$ cat src/verilog/host_port_params.svh
// constants for the asynchronous host command port
`ifndef HOST_PORT_PARAMS_SVH
`define HOST_PORT_PARAMS_SVH

// host data bus width
`define HP_DATA_W 8
// flag bit of a buffered word: high for a command byte
`define HP_CMD_BIT 8
// buffered word width: flag plus byte
`define HP_WORD_W 9
// synchronised inputs: data, strobe, direction, cmd/data, wake
`define HP_SYNC_W 12
// field positions inside the synchronised vector
`define HP_SYNC_DS 8
`define HP_SYNC_RW 9
`define HP_SYNC_CD 10
`define HP_SYNC_WAKE 11
// internal clock rate and sustained byte ceiling
`define HP_CLK_HZ 10000000
`define HP_BYTE_NS 100
`define HP_CLK_NS 100
// least spacing between bytes in cycles, rounded up
`define HP_BYTE_CYC ((`HP_BYTE_NS + `HP_CLK_NS - 1) / `HP_CLK_NS)
// reset values of the pin-facing flops
`define HP_ACK_RST 1'b1
`define HP_DATA_RST 8'h00

`endif

$ cat src/verilog/host_port_pkg.sv
// types shared by the host command port
package host_port_pkg;

    // transfer sequencer states, one-hot
    typedef enum logic [4:0] {
        ST_IDLE  = 5'h01,
        ST_WRITE = 5'h02,
        ST_READ  = 5'h04,
        ST_WAKE  = 5'h08,
        ST_DONE  = 5'h10
    } port_state_t;

    typedef logic [7:0] host_byte_t;

endpackage : host_port_pkg

$ cat src/verilog/async_host_command_port.sv
// asynchronous 8-bit host command port with acknowledge handshake
`include "host_port_params.svh"

// Behaviour
// the host link is an 8-bit parallel port with a request/acknowledge handshake and no clock.
// bytes are accepted no faster than ten megabytes per second.
// the host gives each controller its own strobe and never lowers two at once.
// the select strobe is active low, idles high, and each transfer starts on its falling edge.
// direction high means read and the device drives data, low means write.
// a written byte is a command when cmd_data_sel is high and an argument when it is low.
// the acknowledge is released to high impedance whenever the strobe is high.
// wake and direction are only looked at while the strobe is low.
// the host sets data and qualifiers stable before lowering the strobe.
// wake high under a low strobe takes the device out of standby.
// the host reset is active low and asynchronous.
// the data bus is eight bits with bit zero the least significant.
// the acknowledge goes high at the strobe fall and low once the transfer is complete.
// a command arriving while arguments are being loaded aborts that argument load.
// the strobe and other host inputs are synchronised before use.
// data drivers stay off while the strobe is high or the direction is write.
module async_host_command_port
    import host_port_pkg::*;
(
    input wire logic clk,
    input wire logic rst_b,
    input wire logic select_strobe_n,
    input wire logic read_not_write,
    input wire logic cmd_data_sel,
    input wire logic wake_request,
    input wire logic [`HP_DATA_W-1:0] host_data_in,
    output logic [`HP_DATA_W-1:0] host_data_out,
    output logic host_data_oe,
    output logic ack_n_out,
    output logic ack_oe,
    output logic rx_valid,
    input wire logic rx_ready,
    output logic [`HP_DATA_W-1:0] rx_byte,
    output logic rx_is_cmd,
    output logic args_abort,
    input wire logic tx_valid,
    input wire logic [`HP_DATA_W-1:0] tx_byte,
    output logic tx_taken,
    input wire logic in_standby,
    output logic wake_pulse
);

    // ****************************************
    // input synchronisers
    // ****************************************

    logic [`HP_SYNC_W-1:0] sync1_r;
    logic [`HP_SYNC_W-1:0] sync2_r;
    logic ds_prev_r;
    logic ds_s;
    logic rw_s;
    logic cd_s;
    logic wake_s;
    host_byte_t data_s;
    logic ds_fall;

    // two flops on every pin; data is stable by the time the strobe lands
    always_ff @(posedge clk or negedge rst_b) begin
        if (!rst_b) begin
            sync1_r <= {`HP_SYNC_W{1'b1}};
            sync2_r <= {`HP_SYNC_W{1'b1}};
        end else begin
            sync1_r <= {wake_request, cmd_data_sel, read_not_write, select_strobe_n,
                        host_data_in};
            sync2_r <= sync1_r;
        end
    end

    assign data_s = sync2_r[`HP_DATA_W-1:0];
    assign ds_s = sync2_r[`HP_SYNC_DS];
    assign rw_s = sync2_r[`HP_SYNC_RW];
    assign cd_s = sync2_r[`HP_SYNC_CD];
    assign wake_s = sync2_r[`HP_SYNC_WAKE];

    // falling strobe edge, seen only on synchronised copies
    always_ff @(posedge clk or negedge rst_b) begin
        if (!rst_b) begin
            ds_prev_r <= 1'b1;
        end else begin
            ds_prev_r <= ds_s;
        end
    end

    assign ds_fall = ds_prev_r && !ds_s;

    // ****************************************
    // byte pacing
    // ****************************************

    logic [3:0] gap_cnt_r;
    logic gap_ok;
    logic byte_done;

    assign gap_ok = (gap_cnt_r == 4'h0);

    // holds off the next byte until the rate ceiling allows it
    always_ff @(posedge clk or negedge rst_b) begin
        if (!rst_b) begin
            gap_cnt_r <= 4'h0;
        end else if (byte_done) begin
            gap_cnt_r <= 4'(`HP_BYTE_CYC - 1);
        end else if (!gap_ok) begin
            gap_cnt_r <= gap_cnt_r - 4'h1;
        end
    end

    // ****************************************
    // transfer sequencer
    // ****************************************

    port_state_t state_r;
    logic buf_in_ready;
    logic push;

    // write is taken as soon as the buffer has room; a full buffer stalls the ack
    assign push = (state_r == ST_WRITE) && !ds_s && buf_in_ready && gap_ok;
    assign byte_done = push || ((state_r == ST_READ) && !ds_s && tx_valid && gap_ok);

    // direction and wake are sampled once, at the strobe fall only
    always_ff @(posedge clk or negedge rst_b) begin
        if (!rst_b) begin
            state_r <= ST_IDLE;
        end else if (ds_s && state_r != ST_IDLE) begin
            state_r <= ST_IDLE;
        end else begin
            unique case (state_r)
                ST_IDLE: begin
                    if (ds_fall) begin
                        if (wake_s) begin
                            state_r <= ST_WAKE;
                        end else if (rw_s) begin
                            state_r <= ST_READ;
                        end else begin
                            state_r <= ST_WRITE;
                        end
                    end
                end
                ST_WRITE: begin
                    if (push) begin
                        state_r <= ST_DONE;
                    end
                end
                ST_READ: begin
                    if (byte_done) begin
                        state_r <= ST_DONE;
                    end
                end
                ST_WAKE: begin
                    if (!in_standby) begin
                        state_r <= ST_DONE;
                    end
                end
                ST_DONE: begin
                    state_r <= ST_DONE;
                end
            endcase
        end
    end

    // ****************************************
    // acknowledge and data drivers
    // ****************************************

    // ack driven high at the fall, low at completion, released with the strobe
    always_ff @(posedge clk or negedge rst_b) begin
        if (!rst_b) begin
            ack_oe <= 1'b0;
            ack_n_out <= `HP_ACK_RST;
        end else if (ds_s) begin
            ack_oe <= 1'b0;
            ack_n_out <= `HP_ACK_RST;
        end else if (ds_fall) begin
            ack_oe <= 1'b1;
            ack_n_out <= 1'b1;
        end else if (byte_done || (state_r == ST_WAKE && !in_standby)) begin
            ack_n_out <= 1'b0;
        end
    end

    // read data and its enable land on the same edge as the ack fall
    always_ff @(posedge clk or negedge rst_b) begin
        if (!rst_b) begin
            host_data_out <= `HP_DATA_RST;
            host_data_oe <= 1'b0;
        end else if (ds_s || !rw_s) begin
            host_data_oe <= 1'b0;
        end else if (state_r == ST_READ && byte_done) begin
            host_data_out <= tx_byte;
            host_data_oe <= 1'b1;
        end
    end

    // one-cycle pulse to the source of read bytes
    always_ff @(posedge clk or negedge rst_b) begin
        if (!rst_b) begin
            tx_taken <= 1'b0;
        end else begin
            tx_taken <= (state_r == ST_READ) && byte_done;
        end
    end

    // ****************************************
    // wake and argument abort
    // ****************************************

    logic args_loading_r;

    // wake only counts under a low strobe; a pulse per qualifying fall
    always_ff @(posedge clk or negedge rst_b) begin
        if (!rst_b) begin
            wake_pulse <= 1'b0;
        end else begin
            wake_pulse <= (state_r == ST_IDLE) && ds_fall && wake_s;
        end
    end

    // loading is open from the first argument until the next command
    always_ff @(posedge clk or negedge rst_b) begin
        if (!rst_b) begin
            args_loading_r <= 1'b0;
        end else if (push) begin
            args_loading_r <= !cd_s;
        end
    end

    // abort pulse rides alongside the buffered command that causes it
    always_ff @(posedge clk or negedge rst_b) begin
        if (!rst_b) begin
            args_abort <= 1'b0;
        end else begin
            args_abort <= push && cd_s && args_loading_r;
        end
    end

    // ****************************************
    // received word buffer
    // ****************************************

    logic [`HP_WORD_W-1:0] buf_out;
    logic buf_out_valid;
    logic out_take;

    word_buffer2 u_rx_buf (
        .clk(clk),
        .rst_b(rst_b),
        .in_valid(push),
        .in_ready(buf_in_ready),
        .in_data({cd_s, data_s}),
        .out_valid(buf_out_valid),
        .out_ready(out_take),
        .out_data(buf_out)
    );

    // output stage flop keeps the user outputs registered
    assign out_take = buf_out_valid && (!rx_valid || rx_ready);

    always_ff @(posedge clk or negedge rst_b) begin
        if (!rst_b) begin
            rx_valid <= 1'b0;
            rx_byte <= `HP_DATA_RST;
            rx_is_cmd <= 1'b0;
        end else if (out_take) begin
            rx_valid <= 1'b1;
            rx_byte <= buf_out[`HP_DATA_W-1:0];
            rx_is_cmd <= buf_out[`HP_CMD_BIT];
        end else if (rx_ready) begin
            rx_valid <= 1'b0;
        end
    end

    // ****************************************
    // assertions
    // ****************************************

    a_ack_release: assert property (@(posedge clk) disable iff (!rst_b)
        ds_s |=> !ack_oe) else $error("ack driven while strobe high");

    a_ack_start: assert property (@(posedge clk) disable iff (!rst_b)
        ds_fall |=> ack_oe && ack_n_out) else $error("ack not high after strobe fall");

    a_write_ack: assert property (@(posedge clk) disable iff (!rst_b)
        push |=> !ack_n_out ##1 (ds_s || !ack_n_out)) else $error("write not acknowledged");

    a_data_drive: assert property (@(posedge clk) disable iff (!rst_b)
        host_data_oe |-> !$past(ds_s) && $past(rw_s)) else $error("data driven on write or idle");

    a_read_data: assert property (@(posedge clk) disable iff (!rst_b)
        tx_taken |-> host_data_oe && !ack_n_out && host_data_out == $past(tx_byte))
        else $error("read byte not presented with ack");

    a_cmd_flag: assert property (@(posedge clk) disable iff (!rst_b)
        (push && !buf_out_valid && (!rx_valid || rx_ready)) |=> ##1 rx_is_cmd == $past(cd_s, 2))
        else $error("command flag lost");

    a_arg_abort: assert property (@(posedge clk) disable iff (!rst_b)
        (push && cd_s && args_loading_r) |=> args_abort && !args_loading_r)
        else $error("argument load not aborted");

    a_wake_gate: assert property (@(posedge clk) disable iff (!rst_b)
        wake_pulse |-> !$past(ds_s) && $past(wake_s)) else $error("wake taken without strobe");

    a_wake_exit: assert property (@(posedge clk) disable iff (!rst_b)
        (state_r == ST_IDLE && ds_fall && wake_s) |=> wake_pulse && state_r == ST_WAKE)
        else $error("wake request ignored");

    a_byte_pace: assert property (@(posedge clk) disable iff (!rst_b)
        byte_done |=> !byte_done) else $error("bytes closer than rate ceiling");

endmodule : async_host_command_port

$ cat src/verilog/word_buffer2.sv
// two-entry valid/ready buffer for received host words
`include "host_port_params.svh"

module word_buffer2 (
    input wire logic clk,
    input wire logic rst_b,
    input wire logic in_valid,
    output logic in_ready,
    input wire logic [`HP_WORD_W-1:0] in_data,
    output logic out_valid,
    input wire logic out_ready,
    output logic [`HP_WORD_W-1:0] out_data
);

    logic [`HP_WORD_W-1:0] mem_r [0:1];
    logic wr_ptr_r;
    logic rd_ptr_r;
    logic [1:0] count_r;
    logic push;
    logic pop;

    assign push = in_valid && in_ready;
    assign pop = out_valid && out_ready;
    // ready comes from the count flop so a full buffer refuses honestly
    assign in_ready = (count_r != 2'h2);
    assign out_valid = (count_r != 2'h0);
    assign out_data = mem_r[rd_ptr_r];

    // storage, no reset needed on data
    always_ff @(posedge clk) begin
        if (push) begin
            mem_r[wr_ptr_r] <= in_data;
        end
    end

    // pointers and fill count
    always_ff @(posedge clk or negedge rst_b) begin
        if (!rst_b) begin
            wr_ptr_r <= 1'b0;
            rd_ptr_r <= 1'b0;
            count_r <= 2'h0;
        end else begin
            if (push) begin
                wr_ptr_r <= ~wr_ptr_r;
            end
            if (pop) begin
                rd_ptr_r <= ~rd_ptr_r;
            end
            if (push && !pop) begin
                count_r <= count_r + 2'h1;
            end else if (pop && !push) begin
                count_r <= count_r - 2'h1;
            end
        end
    end

endmodule : word_buffer2

$ cat config.mk
export PLATFORM = sky130hd
export DESIGN_NAME = async_host_command_port
export DESIGN_NICKNAME = d
export VERILOG_FILES = /design/src/verilog/host_port_pkg.sv /design/src/verilog/async_host_command_port.sv /design/src/verilog/word_buffer2.sv
export VERILOG_INCLUDE_DIRS = /design/src /design/src/verilog
export SDC_FILE = /design/constraint.sdc
export NUM_CORES = 1
export LEC_CHECK = 0
export BUFFER_PORTS_ARGS = -buffer_cell sky130_fd_sc_hd__buf_2
export CAP_MARGIN = 20
export CORE_UTILIZATION = 45
export CTS_CLUSTER_SIZE = 28
export DETAILED_ROUTE_END_ITERATION = 6
export PLACE_DENSITY = 0.66
export SYNTH_ARGS = -nofsm -noshare
export SYNTH_HDL_FRONTEND = slang
export SYNTH_SLANG_ARGS = --single-unit
export TNS_END_PERCENT = 10
$ cat constraint.sdc
create_clock -name clk -period 3.6 [get_ports clk]
set_clock_uncertainty 0.15 [all_clocks]
set_input_delay 0.54 -clock clk [delete_from_list [all_inputs] [get_ports clk]]
set_output_delay 0.54 -clock clk [all_outputs]
set_load 0.02 [all_outputs]
==> After elaboration in Yosys (flattened, before gate mapping) <==
Memory sizes are Yosys's and may differ from the RTL's. A register that Yosys moved wholly into a read port is not among the register bits.
Index checks and enable logic that the tools add are counted.
Widths: inputs -> output; s select.
{ "classes": {"n_eq_ne": 12, "bitwise_logic": 3, "n_reduce_logical": 40, "muxes": 23, "add_sub_neg": 3} }
{ "op_table": {"columns": ["operator", "count"], "rows": [
  ["$mux 5", 5],
  ["$pmux 5 s5", 1],
  ["$logic_and 1x1->1", 19],
  ["$mux 4", 3],
  ["$mux 1", 11],
  ["$reduce_bool 2->1", 5],
  ["$logic_not 1->1", 8],
  ["$ne 3x2->1 const B", 2],
  ["$ne 3x3->1 const B", 2],
  ["$eq 5x1->1 const B", 1],
  ["$eq 5x2->1 const B", 1],
  ["$eq 5x3->1 const B", 1],
  ["$eq 5x4->1 const B", 1],
  ["$eq 5x5->1 const B", 1],
  ["$ne 5x1->1 const B", 1],
  ["$logic_not 4->1", 1],
  ["$logic_or 1x1->1", 4],
  ["$mux 2", 2],
  ["$reduce_and 4->1", 1],
  ["$sub 4x1->4 const B", 1],
  ["$mux 3", 1],
  ["$not 1->1", 3],
  ["$reduce_bool 3->1", 1],
  ["$add 2x1->2 const B", 1],
  ["4 further kinds", 4]
]} }
{ "totals": {"mem_count": 1, "ramBits": 18, "word_cells": 99, "input_bits": 25, "reg_bits": 54} }
{ "mem_list": {"columns": ["memory", "depth", "width", "read_ports", "rd_clocked_by_memory_dff", "write_ports", "line", "rtl"], "rows": [
  ["u_rx_buf.mem_r", 2, 9, 1, 1, 1, "word_buffer2.sv:15", "logic [`HP_WORD_W-1:0] mem_r [0:1];"]
]} }

==> Depth between registers and ports, before layout <==
{ "logic_depth": {"word_depth": 9, "ltp_mapped": 9} }

==> Hierarchy <==
From an unflattened synthesis, not the netlist that was laid out.
{ "unflattened": {"cells_unflattened": 189, "hier_area_um2": 3005.4} }
{ "modules_own_cells": {"columns": ["mod", "instances", "seq_area_each_um2", "area_each_um2", "cells_per_inst"], "rows": [
  ["async_host_command_port", 1, 1510.2, 2144.6, 143],
  ["word_buffer2", 1, 640.6, 860.8, 46]
]} }

==> Worst setup path before layout <==
No wires, ideal clock.
{ "synth_timing": {"path_kind": "register to register", "start": "register gap_cnt_r[0]", "end": "memory u_rx_buf.mem_r[0][0] (netlist bit), enable pin", "slack_ns": 0.869, "arrival_ns": 2.206, "t_required_ns": 3.075, "period_less_slack_ns": 2.731, "path_stages_with_launch": 7, "setup_time_ns": 0.375, "cell_sequence": "dfrtp_1 -> inv_1 -> ha_1 -> or3b_1 -> nor3_1 -> nor4b_4 -> nor2b_1"} }
{ "synth_via": {"elab_chain_cells": 5} }
{ "synth_lines": {"columns": ["element", "line", "rtl"], "rows": [
  ["from (decl)", "async_host_command_port.sv:94", "logic [3:0] gap_cnt_r;"],
  ["from (signal assigned)", "async_host_command_port.sv:105", "gap_cnt_r <= 4'(`HP_BYTE_CYC - 1);"],
  ["from (signal assigned)", "async_host_command_port.sv:107", "gap_cnt_r <= gap_cnt_r - 4'h1;"],
  ["$logic_not 4->1", "async_host_command_port.sv:98", "assign gap_ok = (gap_cnt_r == 4'h0);"],
  ["$logic_and 1x1->1", "async_host_command_port.sv:120", "assign push = (state_r == ST_WRITE) && !ds_s && buf_in_ready && gap_ok;"],
  ["$logic_and 1x1->1", "word_buffer2.sv:22", "assign push = in_valid && in_ready;"],
  ["named net u_rx_buf.push", "word_buffer2.sv:19", "logic push;"],
  ["$mux 1", "word_buffer2.sv:31", "if (push) begin"],
  ["$mux 1 (not written as such)", "word_buffer2.sv:32", "mem_r[wr_ptr_r] <= in_data;"],
  ["to (decl)", "word_buffer2.sv:15", null]
]} }
The timed path passes the listed nets, and every way through them passes these cells.

==> Final worst setup path <==
{ "layout_timing": {"start": "register gap_cnt_r[0]", "end": "memory u_rx_buf.mem_r[1][7] (netlist bit), enable pin"} }
Same word-level chain as after synthesis.

==> impl_metrics.py <==
metrics = {
    "synthesis": {
        "synth-simple-area-share_pct": 10.5,
        "syn_inst": 203,
        "synth_top_family_by_area": "simple AND/OR/NAND/NOR gates",
        "syn_nets": 231,
        "synth_compound_area_share_pct": 5.42,
        "synth_mux_area_share_pct": 7.28,
        "syn_area_mm2": 0.00302,
        "yosysWarnings": 0,
        "synth_edf_count": 18,
        "synthAdderAreaFrac_pct": 1.24,
        "ys_ff_latch": 81,
        "ys_seq_area_share_pct": 71.1,
        "avgSynthCellArea_um2": 14.9,
        "ys.flop_type": "dfrtp_1",
        "synth-xor-area-share_pct": 2.03,
        "synthDistinctLibCells": 43,
        "async_flop_share_pct": 77.8,
    },
    "detailed_routing": {
        "viasPerCell": 4.87,
        "drt-total-wl_mm": 4.45,
        "dr_wl_met3_um": 224,
        "wl_met1_mm": 2.13,
        "wl_per_cell_um": 13.1,
        "drc": 4,
        "wl_met2_mm": 1.97,
        "dr.pass1.iters": 6,
        "num_vias": 1655,
        "antenna_left": 0,
        "highest_layer": "met4",
        "drt_iter0_drc": 125,
    },
    "status": {
        "violations": "DRC",
        "status": "finished, violations left",
    },
    "timing": {
        "fin_tns_setup_ns": 0,
        "slew_violations": 0,
        "setup_viol": 0,
        "slew_headroom_pct": 65.7,
        "final-hold-violation-count": 0,
        "fin_crit_ns": 2.86,
        "rsz0062_at_grt": "false",
        "worst_pin_slew_ns": 0.513,
        "fmax_ghz": 0.349,
        "final.period_utilization_pct": 79.5,
    },
    "clock_tree": {
        "postCtsSetupBuffers": 0,
        "cts_buffers": 9,
        "clkSinkCount": 81,
        "root_buffer": "clkbuf_8",
        "cts_hold_buf": 0,
        "clk_latency_ns": 0.34,
        "clk_pin_slew_ns": 0.08,
        "h-tree-depth": 3,
        "cts_max_path_buffers": 2,
        "cts_resized": 0,
        "cts_tree": "done",
    },
    "floorplan": {
        "die-area_mm2": 0.00705,
        "initial_utilization_pct": 47.1,
        "ios": 49,
        "dieWidth_um": 84.0,
        "core-area_mm2": 0.00642,
        "num_rows": 29,
        "die_h_um": 84.0,
    },
    "place": {
        "dp_cells": 324,
        "hpwlAfterDp_mm": 2.94,
        "gp_congestion": 0.822,
        "place_area_mm2": 0.00335,
        "numPortBuffers": 48,
    },
    "pwr": {
        "power_leakage_nw": 1.62,
        "total_power_mw": 2.19,
        "vdd_drop_max_v": 0.000246,
        "p_per_area_mw_per_mm2": 618,
    },
    "finish": {
        "antenna_cells": 0,
        "drive_above_1_share_pct": 41.1,
        "final_common_cell": "buf_2",
        "instances_no_fill": 340,
        "nets": 286,
        "syn_to_final_growth_pct": 17.0,
        "fin_area_mm2": 0.00354,
        "final_util_pct": 55.1,
        "layout_common_cells": "buf_2, dfrtp_1, dfstp_2",
    },
    "grt": {
        "track_usage_pct": 14.4,
        "grt_pass1_vias": 1613,
        "grt_pass1_wl_mm": 7.57,
        "antenna_found_initial": 0,
        "grt_max_degree": 64,
        "gr-total-overflow": 0,
    },
    "worst_setup_path": {
        "crit_chain": "inv_1, ha_1, or3b_1, nor3_1, nor4b_4, and2_1",
        "cp_num_buf_inv": 1,
        "startpoint_type": "flop",
        "cp_top_family": "simple AND/OR/NAND/NOR gates",
        "worstSetupPathType": "reg2reg",
        "critical_path_required_ns": 3.46,
        "reg2reg_depth": 6,
        "critPathMaxFanout": 9,
        "cp.depth": 6,
        "crit_slowest_cell": "nor4b_4",
        "crit_arrival_ns": 2.72,
        "critical_path.max_stage_delay_ns": 0.51,
        "crit_path_end_kind": "flop",
    },
    "hold_path": {
        "min_path_type": "in2async",
    },
    "flow_run": {
        "maxCapViolCount": 0,
    },
}
per-stage QoR:
stage | hold WS (ns) | setup slack [ns]
final | 0.0373 | 0.739
after global routing | 0.0396 | 0.476
after CTS | 0.0365 | 0.705
after detailed placement | 0.197 | 0.717
after global placement | 0.196 | 0.811
after floorplan | 0.0944 | 0.869
routing by layer:
metal / GRT usage [%] / vias up
li1: - / 818
met2: 19.7 / 45
met3: 3.66 / 10
met1: 19.8 / 782
met4: 10.5 / 0
met5: 0 / -
state kept, by name (all words and copies together), names as in the netlist, 2 cells and up:
register          count
u_rx_buf.mem_r       18
sync1_r              12
sync2_r              12
host_data_out         8
rx_byte               8
state_r               5
gap_cnt_r             4
u_rx_buf.count_r      2
layout make-up:
cell class	count	area, um2
Inverter	8	30.0
Multi-Input combinational cell	107	801
Fill cell	554	2880
Sequential cell	81	2150
Clock inverter	6	47.5
Timing Repair Buffer	51	275
Tap cell	77	96.3
Clock buffer	10	138
power breakdown:
| group | total, mW | internal (mW) | switching [mW] |
|---|---|---|---|
| Combinational | 0.414 | 0.179 | 0.234 |
| Clock | 0.615 | 0.279 | 0.336 |
| Sequential | 1.16 | 1.06 | 0.0947 |
cell usage after synthesis, types with 4 or more instances:
master	count	area, um2
o21ai_0	4	20.0
mux2_4	8	120
nor3_1	5	25.0
inv_1	8	30.0
edfxtp_1	18	541
dfstp_2	27	709
xor2_1	4	35.0
clkbuf_1	4	15.0
dfrtp_1	36	901
nor2_1	21	78.8
a21oi_1	11	55.1
mux2i_1	10	100
path summary, 6_finish.rpt:
kind,from,endpoint,slack [ns]
setup / recovery,gap_cnt_r[0]$_DFFE_PN0P_,u_rx_buf.mem_r[1][7]$_DFFE_PP_,0.74
hold / removal,rst_b,host_data_out[3]$_DFFE_PN0P_,0.04
setup reg to reg,gap_cnt_r[0]$_DFFE_PN0P_,u_rx_buf.mem_r[1][7]$_DFFE_PP_,0.74
hold reg to reg,sync1_r[4]$_DFF_PN1_,sync2_r[4]$_DFF_PN1_,0.21
max in group asynchronous,rst_b,sync2_r[1]$_DFF_PN1_,2.96
min in group clk,select_strobe_n,sync1_r[8]$_DFF_PN1_,0.13
cell families after synthesis:
group                      count (synthesis)
DFF                                       81
AOI/OAI and AO/OA                         26
adders and majority gates                  3
xor gates and xnor gates                   7
muxes                                     18
buffers and inverters                     15
and+or+nand+nor                           53
Power figures use the tool's default switching activity.
